--- src/dic_pkg.sv ---
// What this block does
// - Sample all inputs once per 5 ms scan
// - Update relay drives other than the fault relay only on 5 ms cycle
// - Polarity select: normally open or closed
// - Delay 0 to 1 by pick-up time
// - Delay 1 to 0 by drop-off time
// - AC mode adds 30 ms to drop-off
// - Logic stage adds one 5 ms cycle
// - Relay routing adds one further cycle
// - Fault relay energized only when healthy
package dic_pkg;
  // ----------------------------------------------------------------
  // Timing
  // ----------------------------------------------------------------
  localparam int unsigned CLK_HZ         = 20_000_000;
  localparam int unsigned TICK_US        = 1_000;
  localparam int unsigned TICK_CYCLES    = CLK_HZ / 1_000_000 * TICK_US;
  localparam int unsigned SCAN_MS        = 5;
  localparam int unsigned AC_EXT_MS      = 30;
  localparam int unsigned DELAY_W        = 21;   // Up to 1800.000 s in 1 ms steps
  localparam int unsigned DELAY_MAX_MS   = 1_800_000;
  // ----------------------------------------------------------------
  // Avalon register map (word addresses, byte address = 4*index)
  // ----------------------------------------------------------------
  localparam logic [5:0] REG_CTRL      = 6'h00;
  localparam logic [5:0] REG_POLARITY  = 6'h01;
  localparam logic [5:0] REG_AC_EN     = 6'h02;
  localparam logic [5:0] REG_IN_STATE  = 6'h03;
  localparam logic [5:0] REG_LOGIC_OUT = 6'h04;
  localparam logic [5:0] REG_ROUTE     = 6'h05;
  localparam logic [5:0] REG_IRQ_STAT  = 6'h06;
  localparam logic [5:0] REG_IRQ_MASK  = 6'h07;
  localparam logic [5:0] REG_PICKUP0   = 6'h10;
  localparam logic [5:0] REG_DROPOFF0  = 6'h20;
  localparam int unsigned CTRL_READY_BIT = 0;
  localparam int unsigned CTRL_FAULT_BIT = 1;
  localparam logic [31:0] RESET_VALUE  = 32'h0000_0000;
endpackage : dic_pkg

--- src/dic_tick.sv ---
`timescale 1ns/1ps
`default_nettype none
module dic_tick
  import dic_pkg::*;
#(
  parameter int unsigned DIV = TICK_CYCLES
) (
  input  wire logic i_mclk,
  input  wire logic i_reset,
  input  wire logic i_cnt_enable,
  output logic      o_tick
);
  localparam int unsigned CW = $clog2(DIV + 1);
  logic [CW-1:0] cnt_reg;

  always_ff @(posedge i_mclk) begin
    if (i_reset || !i_cnt_enable) begin
      cnt_reg <= '0;
      o_tick  <= 1'b0;
    end else if (cnt_reg == CW'(DIV - 1)) begin
      cnt_reg <= '0;
      o_tick  <= 1'b1;
    end else begin
      cnt_reg <= cnt_reg + 1'b1;
      o_tick  <= 1'b0;
    end
  end
endmodule : dic_tick
`default_nettype wire

--- src/dic_chan.sv ---
`timescale 1ns/1ps
`default_nettype none
module dic_chan
  import dic_pkg::*;
(
  input  wire logic               i_mclk,
  input  wire logic               i_reset,
  input  wire logic               i_ms_tick,
  input  wire logic               i_raw,
  input  wire logic               i_polarity,
  input  wire logic               i_ac_en,
  input  wire logic [DELAY_W-1:0] i_pickup,
  input  wire logic [DELAY_W-1:0] i_dropoff,
  output logic                    o_state
);
  localparam int unsigned CW = DELAY_W + 1;
  logic          level;
  logic [CW-1:0] cnt_reg;
  logic [CW-1:0] target;

  assign level  = i_raw ^ i_polarity;
  always_comb begin
    if (o_state)
      target = CW'(i_dropoff) + (i_ac_en ? CW'(AC_EXT_MS) : '0);
    else
      target = CW'(i_pickup);
  end

  always_ff @(posedge i_mclk) begin
    if (i_reset) begin
      cnt_reg <= '0;
      o_state <= 1'b0;
    end else if (level == o_state) begin
      cnt_reg <= '0;
    end else if (cnt_reg >= target) begin
      cnt_reg <= '0;
      o_state <= level;
    end else if (i_ms_tick) begin
      cnt_reg <= cnt_reg + 1'b1;
    end
  end
endmodule : dic_chan
`default_nettype wire

--- src/dic_top.sv ---
// Our own choices: the Avalon-MM slave port and the address map.
`timescale 1ns/1ps
`default_nettype none
module dic_top
  import dic_pkg::*;
#(
  parameter int unsigned N_IN    = 3,
  parameter int unsigned N_OUT   = 5,
  parameter int unsigned TICK_DIV = TICK_CYCLES
) (
  input  wire logic             i_mclk,
  input  wire logic             i_reset,
  input  wire logic [N_IN-1:0]  i_digital_input_n,
  input  wire logic             i_system_fault,
  input  wire logic [5:0]       i_address,
  input  wire logic             i_read,
  input  wire logic             i_write,
  input  wire logic [31:0]      i_writedata,
  input  wire logic [3:0]       i_byteenable,
  output logic [31:0]           o_readdata,
  output logic                  o_waitrequest,
  output logic [N_OUT-1:0]      o_relay_output_n,
  output logic                  o_fault_relay_energize,
  output logic [N_IN-1:0]       o_input_state,
  output logic                  o_irq
);
  // ----------------------------------------------------------------
  // Timebase
  // ----------------------------------------------------------------
  logic       ms_tick;
  logic [2:0] ms_cnt_reg;
  logic       scan_tick_reg;

  dic_tick #(.DIV(TICK_DIV)) u_tick (
    .i_mclk      (i_mclk),
    .i_reset     (i_reset),
    .i_cnt_enable(1'b1),
    .o_tick      (ms_tick)
  );

  always_ff @(posedge i_mclk) begin
    if (i_reset) begin
      ms_cnt_reg    <= '0;
      scan_tick_reg <= 1'b0;
    end else begin
      scan_tick_reg <= 1'b0;
      if (ms_tick) begin
        if (ms_cnt_reg == 3'(SCAN_MS - 1)) begin
          ms_cnt_reg    <= '0;
          scan_tick_reg <= 1'b1;
        end else begin
          ms_cnt_reg <= ms_cnt_reg + 1'b1;
        end
      end
    end
  end

  // ----------------------------------------------------------------
  // Settings registers
  // ----------------------------------------------------------------
  logic [N_IN-1:0]    polarity_reg;
  logic [N_IN-1:0]    ac_en_reg;
  logic [DELAY_W-1:0] pickup_reg  [N_IN];
  logic [DELAY_W-1:0] dropoff_reg [N_IN];
  logic [N_OUT-1:0]   logic_out_reg;
  logic [N_OUT-1:0]   route_reg;
  logic               ready_reg;
  logic [N_IN-1:0]    irq_mask_reg;
  logic [N_IN-1:0]    irq_stat_reg;

  function automatic logic [31:0] merge(input logic [31:0] old, input logic [31:0] nw,
                                        input logic [3:0] be);
    logic [31:0] r;
    r = old;
    for (int b = 0; b < 4; b++) begin
      if (be[b]) r[8*b +: 8] = nw[8*b +: 8];
    end
    return r;
  endfunction : merge

  function automatic logic [DELAY_W-1:0] clamp(input logic [31:0] v);
    return (v > DELAY_MAX_MS) ? DELAY_W'(DELAY_MAX_MS) : v[DELAY_W-1:0];
  endfunction : clamp

  logic        wr_hit;
  logic        rd_hit;
  logic [31:0] wmerged;
  logic [31:0] rd_word;

  assign wr_hit = i_write && o_waitrequest == 1'b0;
  assign rd_hit = i_read  && o_waitrequest == 1'b0;

  always_comb begin
    wmerged = merge(RESET_VALUE, i_writedata, i_byteenable);
  end

  always_ff @(posedge i_mclk) begin
    if (i_reset) begin
      polarity_reg  <= '0;
      ac_en_reg     <= '0;
      logic_out_reg <= '0;
      route_reg     <= '0;
      ready_reg     <= 1'b0;
      irq_mask_reg  <= '0;
    end else if (wr_hit) begin
      case (i_address)
        REG_CTRL:      ready_reg     <= wmerged[CTRL_READY_BIT];
        REG_POLARITY:  polarity_reg  <= wmerged[N_IN-1:0];
        REG_AC_EN:     ac_en_reg     <= wmerged[N_IN-1:0];
        REG_LOGIC_OUT: logic_out_reg <= wmerged[N_OUT-1:0];
        REG_ROUTE:     route_reg     <= wmerged[N_OUT-1:0];
        REG_IRQ_MASK:  irq_mask_reg  <= wmerged[N_IN-1:0];
        default: ;
      endcase
    end
  end

  genvar g;
  generate
    for (g = 0; g < N_IN; g++) begin : g_dly
      always_ff @(posedge i_mclk) begin
        if (i_reset) begin
          pickup_reg[g]  <= '0;
          dropoff_reg[g] <= '0;
        end else if (wr_hit && i_address == REG_PICKUP0 + 6'(g)) begin
          pickup_reg[g]  <= clamp(wmerged);
        end else if (wr_hit && i_address == REG_DROPOFF0 + 6'(g)) begin
          dropoff_reg[g] <= clamp(wmerged);
        end
      end
    end
  endgenerate

  // ----------------------------------------------------------------
  // Input scan and conditioning
  // ----------------------------------------------------------------
  logic [N_IN-1:0] scan_reg;
  logic [N_IN-1:0] cond_state;
  logic [N_IN-1:0] logic_in_reg;
  logic [1:0]      scan_dly_reg;

  always_ff @(posedge i_mclk) begin
    if (i_reset) begin
      scan_reg <= '0;
    end else if (scan_tick_reg) begin
      scan_reg <= i_digital_input_n;
    end
  end

  // Channels update one cycle after the scan, so the report waits two
  always_ff @(posedge i_mclk) begin
    if (i_reset) begin
      scan_dly_reg <= '0;
    end else begin
      scan_dly_reg <= {scan_dly_reg[0], scan_tick_reg};
    end
  end

  generate
    for (g = 0; g < N_IN; g++) begin : g_ch
      dic_chan u_chan (
        .i_mclk    (i_mclk),
        .i_reset   (i_reset),
        .i_ms_tick (ms_tick),
        .i_raw     (scan_reg[g]),
        .i_polarity(polarity_reg[g]),
        .i_ac_en   (ac_en_reg[g]),
        .i_pickup  (pickup_reg[g]),
        .i_dropoff (dropoff_reg[g]),
        .o_state   (cond_state[g])
      );
    end
  endgenerate

  // Logic stage latches conditioned states one scan later
  always_ff @(posedge i_mclk) begin
    if (i_reset) begin
      logic_in_reg <= '0;
    end else if (scan_tick_reg) begin
      logic_in_reg <= cond_state;
    end
  end

  // Reported state is taken once the channels have settled on this scan
  always_ff @(posedge i_mclk) begin
    if (i_reset) begin
      o_input_state <= '0;
    end else if (scan_dly_reg[1]) begin
      o_input_state <= cond_state;
    end
  end

  // ----------------------------------------------------------------
  // Relay drive
  // ----------------------------------------------------------------
  // Routed input uses input 0; a wider matrix was not needed here
  logic [N_OUT-1:0] relay_next;

  always_comb begin
    relay_next = logic_out_reg | (route_reg & {N_OUT{logic_in_reg[0]}});
  end

  always_ff @(posedge i_mclk) begin
    if (i_reset) begin
      o_relay_output_n <= '0;
    end else if (scan_tick_reg) begin
      o_relay_output_n <= relay_next;
    end
  end

  // Fault relay fails safe: de-energized unless ready and healthy
  always_ff @(posedge i_mclk) begin
    if (i_reset) begin
      o_fault_relay_energize <= 1'b0;
    end else begin
      o_fault_relay_energize <= ready_reg & ~i_system_fault;
    end
  end

  // ----------------------------------------------------------------
  // Interrupts
  // ----------------------------------------------------------------
  logic [N_IN-1:0] evt;
  logic            stat_rd;
  logic [N_IN-1:0] stat_clr;

  assign evt      = scan_dly_reg[1] ? (cond_state ^ o_input_state) : '0;
  assign stat_rd  = rd_hit && i_address == REG_IRQ_STAT;
  // Only bits already returned by the read are cleared, so none is lost
  assign stat_clr = stat_rd ? o_readdata[N_IN-1:0] : '0;

  // A new event in the clearing cycle survives the clear
  always_ff @(posedge i_mclk) begin
    if (i_reset) begin
      irq_stat_reg <= '0;
    end else begin
      irq_stat_reg <= (irq_stat_reg & ~stat_clr) | evt;
    end
  end

  always_ff @(posedge i_mclk) begin
    if (i_reset) begin
      o_irq <= 1'b0;
    end else begin
      o_irq <= |(irq_stat_reg & irq_mask_reg);
    end
  end

  // ----------------------------------------------------------------
  // Avalon slave: one wait cycle, data registered
  // ----------------------------------------------------------------
  always_comb begin
    rd_word = RESET_VALUE;
    case (i_address)
      REG_CTRL: begin
        rd_word[CTRL_READY_BIT] = ready_reg;
        rd_word[CTRL_FAULT_BIT] = i_system_fault;
      end
      REG_POLARITY:  rd_word[N_IN-1:0]  = polarity_reg;
      REG_AC_EN:     rd_word[N_IN-1:0]  = ac_en_reg;
      REG_IN_STATE:  rd_word[N_IN-1:0]  = logic_in_reg;
      REG_LOGIC_OUT: rd_word[N_OUT-1:0] = logic_out_reg;
      REG_ROUTE:     rd_word[N_OUT-1:0] = route_reg;
      REG_IRQ_STAT:  rd_word[N_IN-1:0]  = irq_stat_reg;
      REG_IRQ_MASK:  rd_word[N_IN-1:0]  = irq_mask_reg;
      default: begin
        for (int k = 0; k < N_IN; k++) begin
          if (i_address == REG_PICKUP0 + 6'(k))  rd_word[DELAY_W-1:0] = pickup_reg[k];
          if (i_address == REG_DROPOFF0 + 6'(k)) rd_word[DELAY_W-1:0] = dropoff_reg[k];
        end
      end
    endcase
  end

  always_ff @(posedge i_mclk) begin
    if (i_reset) begin
      o_waitrequest <= 1'b1;
      o_readdata    <= '0;
    end else begin
      o_waitrequest <= ~((i_read | i_write) & o_waitrequest);
      if (i_read && o_waitrequest) begin
        o_readdata <= rd_word;
      end
    end
  end
endmodule : dic_top
`default_nettype wire

--- config.mk ---
export PLATFORM = sky130hd
export DESIGN_NAME = dic_top
export DESIGN_NICKNAME = d
export VERILOG_FILES = /design/src/dic_pkg.sv /design/src/dic_tick.sv /design/src/dic_chan.sv /design/src/dic_top.sv
export SDC_FILE = /design/constraint.sdc
export NUM_CORES = 1
export LEC_CHECK = 0
export ABC_AREA = 1
export BUFFER_PORTS_ARGS = -buffer_cell sky130_fd_sc_hd__buf_2
export CORE_MARGIN = 3
export CORE_UTILIZATION = 60
export CTS_BUF_LIST = sky130_fd_sc_hd__clkbuf_16
export CTS_CLUSTER_SIZE = 16
export DETAILED_ROUTE_END_ITERATION = 7
export PLACE_DENSITY = 0.79
export SYNTH_ARGS = -nofsm -noshare
export SYNTH_HDL_FRONTEND = slang
export SYNTH_SLANG_ARGS = --single-unit
--- constraint.sdc ---
create_clock -name i_mclk -period 5.6 [get_ports i_mclk]
set_input_delay 0.28 -clock i_mclk [delete_from_list [all_inputs] [get_ports i_mclk]]
set_output_delay 0.28 -clock i_mclk [all_outputs]
set_load 0.02 [all_outputs]
==> qor.txt <==
First-pass GRT wire length -> 82400 um
Hold depth -> 3
Hold_sp -> i_writedata[4]
Worst Setup End Kind -> flop
Starting density of the core -> 61.9%
CTS buffer count -> 30
FF-to-FF End -> g_ch[2].u_chan.cnt_reg[12]
Netlist cell types -> 42
IO buf count -> 81
RSZ-0062 raised after global routing -> false
Placed insts -> 2717
Initial antenna violation count -> 1
Share of cells above drive strength 1 -> 7.06%
Pins Over Slew Limit -> 0
Setup TNS -> 0 ps
Syn Inst Count -> 2330
Sequential-to-total area share from yosys stat -> 40.3%
Status -> finished, final reports clean
Root buffer cell -> clkbuf_16
Largest net degree at the start of global routing -> 70
Row count -> 60
N_diodes -> 0
Vias per cell -> 5.87
CP arrival -> 4670 ps
Pwr dens -> 236 nW/um2
Synth Warn # -> 0
Asr flop ratio synth -> 0%
Max_slew headroom -> 27.8%
Post-DP HPWL -> 39000 um
Fin util -> 67.7%
Synth-to-layout area growth -> 9.38%
Max frequency -> 236 MHz
R2r worst-path depth -> 22
Minimum clock period -> 4240 ps
R2r startpoint -> ac_en_reg[2]
Commonest non-fill, non-tap cell in the layout -> nand2_1
Die Wd -> 174 um
WP data required -> 6030 ps
CTS tree -> yes
Yosys reg bits -> 278
Clock Latency Late Sink -> 580 ps
Total GRT Usage -> 34.0%
Vias after detailed routing -> 16300
Top_reg_cell synth -> dfxtp_1
Number of global-route vias before repair -> 15500
WS Path Type -> flop to flop
Layout Nets -> 2520
Cts repair resizes -> 0
Leakage -> 0.00779 uW
# IOs -> 93
Routed wire per std cell -> 18.8 um
Worst Setup Slack, final -> 1360 ps
Drt first pass iters -> 6
Die span in y -> 174 um
Synthesized area per cell -> 7.26 um2
Worst vdd ir -> 256 uV
Commonest cells after routing, fill and taps aside -> nand2_1, nor2_1, inv_1, a21oi_1, dfxtp_1
Type of the worst min-delay path -> input pin to flop
# setup viols final -> 0
CTS sink cnt -> 278
Total power -> 4380 uW
Max reg flops -> 66
CTS Buffer Depth -> 3
Post-synth EDFFs -> 126
Drc violations -> 0
Max Cap Viol -> 0
Routability cong. -> 1.02
Clock skew -> 8.75 ps
Drt total wl -> 52400 um
Gr ovfl total -> 0
Core area -> 27300 um2
Worst setup SP type -> flop
Hold worst-path end -> logic_out_reg[4]
Setup WS pre-CTS -> 1410 ps
Drt initial violations -> 1714
H-tree Lvls -> 1
Syn Std Cell Area -> 16900 um2
Final antenna-violating net count -> 0
R2r setup slk -> 1360 ps
DIE AREA -> 30300 um2
Final period utilization -> 75.7%
Final std cells w/o fill -> 2779
CP Launch Point -> ac_en_reg[2]
Endpoints failing hold -> 0
Clock transition at path regs -> 60 ps
Worst-margin pin slew -> 1080 ps
CP max FO -> 22
==> final cells by class <==
cell class,instances,area (um2)
fillers,2414,8820
multi-input cells,1721,8750
flip-flops and latches,278,6830
inverters,249,935
clock buffers,32,801
repair buffers,103,586
well taps,372,465
clock inverters,24,143
==> stage by stage <==
step	cell area (um2)	hold WS, ps
final	18500	58.0
after global routing	18500	64.6
after CTS	18500	44.1
after detailed placement	17500	402
after global placement	17500	389
after floorplan	17000	357
==> cell families after synthesis <==
group / Yosys count / synth area share, %
compound gates: 355 / 10.8
xor+xnor: 73 / 3.78
fa+ha+maj: 87 / 6.57
buf+inv: 341 / 8.21
flops: 278 / 40.3
mux: 9 / 0.532
other cells: 1 / 0.0222
simple gates: 1186 / 29.8
==> cell usage after synthesis (all sizes together), types with 2 or more instances <==
master / instances / area share (%)
a21o: 3 / 0.13
a21oi: 196 / 5.8
a22oi: 2 / 0.089
a31oi: 7 / 0.26
and2: 3 / 0.11
buf: 37 / 1.5
clkbuf: 55 / 1.2
clkinv: 3 / 0.067
dfxtp: 152 / 18
edfxtp: 126 / 22
fa: 3 / 0.35
ha: 84 / 6.2
inv: 246 / 5.5
mux2i: 9 / 0.53
nand2: 581 / 13
nand3: 147 / 4.3
nand3b: 11 / 0.49
nand4: 60 / 2.2
nor2: 296 / 6.6
nor3: 66 / 2.0
nor3b: 6 / 0.27
nor4: 8 / 0.30
o211ai: 2 / 0.089
o21a: 2 / 0.089
o21ai: 136 / 4.0
o21bai: 2 / 0.089
o22ai: 3 / 0.11
or2: 6 / 0.22
xnor2: 28 / 1.4
xor2: 45 / 2.3
==> worst max-delay path by stage <==
stage / to / slack, ps / cells after the start
final: g_ch[2].u_chan.cnt_reg[12] / 1360 / 22
after global routing: g_ch[2].u_chan.cnt_reg[12] / 850 / 22
after CTS: g_ch[2].u_chan.cnt_reg[3] / 1390 / 22
after detailed placement: g_ch[2].u_chan.cnt_reg[12] / 1410 / 22
after global placement: g_ch[2].u_chan.cnt_reg[1] / 1570 / 22
after floorplan: g_ch[2].u_chan.cnt_reg[10] / 2260 / 23
==> repair_timing <==
item                      4_1_cts  5_1_grt
hold buffers                    6        0
buffers inserted                0        0
hold endpoints to repair        5        0
==> critical path, stage by stage, from the launching register on <==
cell and delay [ps]:
dfxtp_1 410, ha_1 250, inv_1 70, fa_1 410, inv_1 100, nand3_1 70
nand2_1 90, inv_1 50, nor2_1 220, inv_1 120, nor2_1 260, nand3_1 110
nor2_1 100, nand4_1 100, ha_1 310, nand2_1 80, nor2_1 140, nand2_1 100
nor2_1 110, nand2_1 60, nand4_1 120, nand2b_1 700, nor2_1 100
==> power breakdown <==
part,internal [uW],switching [uW]
sequential,2160,39.1
clock,1070,838
combinational,71.7,199
total,3300,1080
==> metal layers <==
layer	global-route usage, %	share of wire (%)
met1	46.3	41
met2	51.3	42
met3	8.06	11
met4	15.7	5.2
met5	0	0.025
Note: power is estimated with default switching activity, not from simulation.
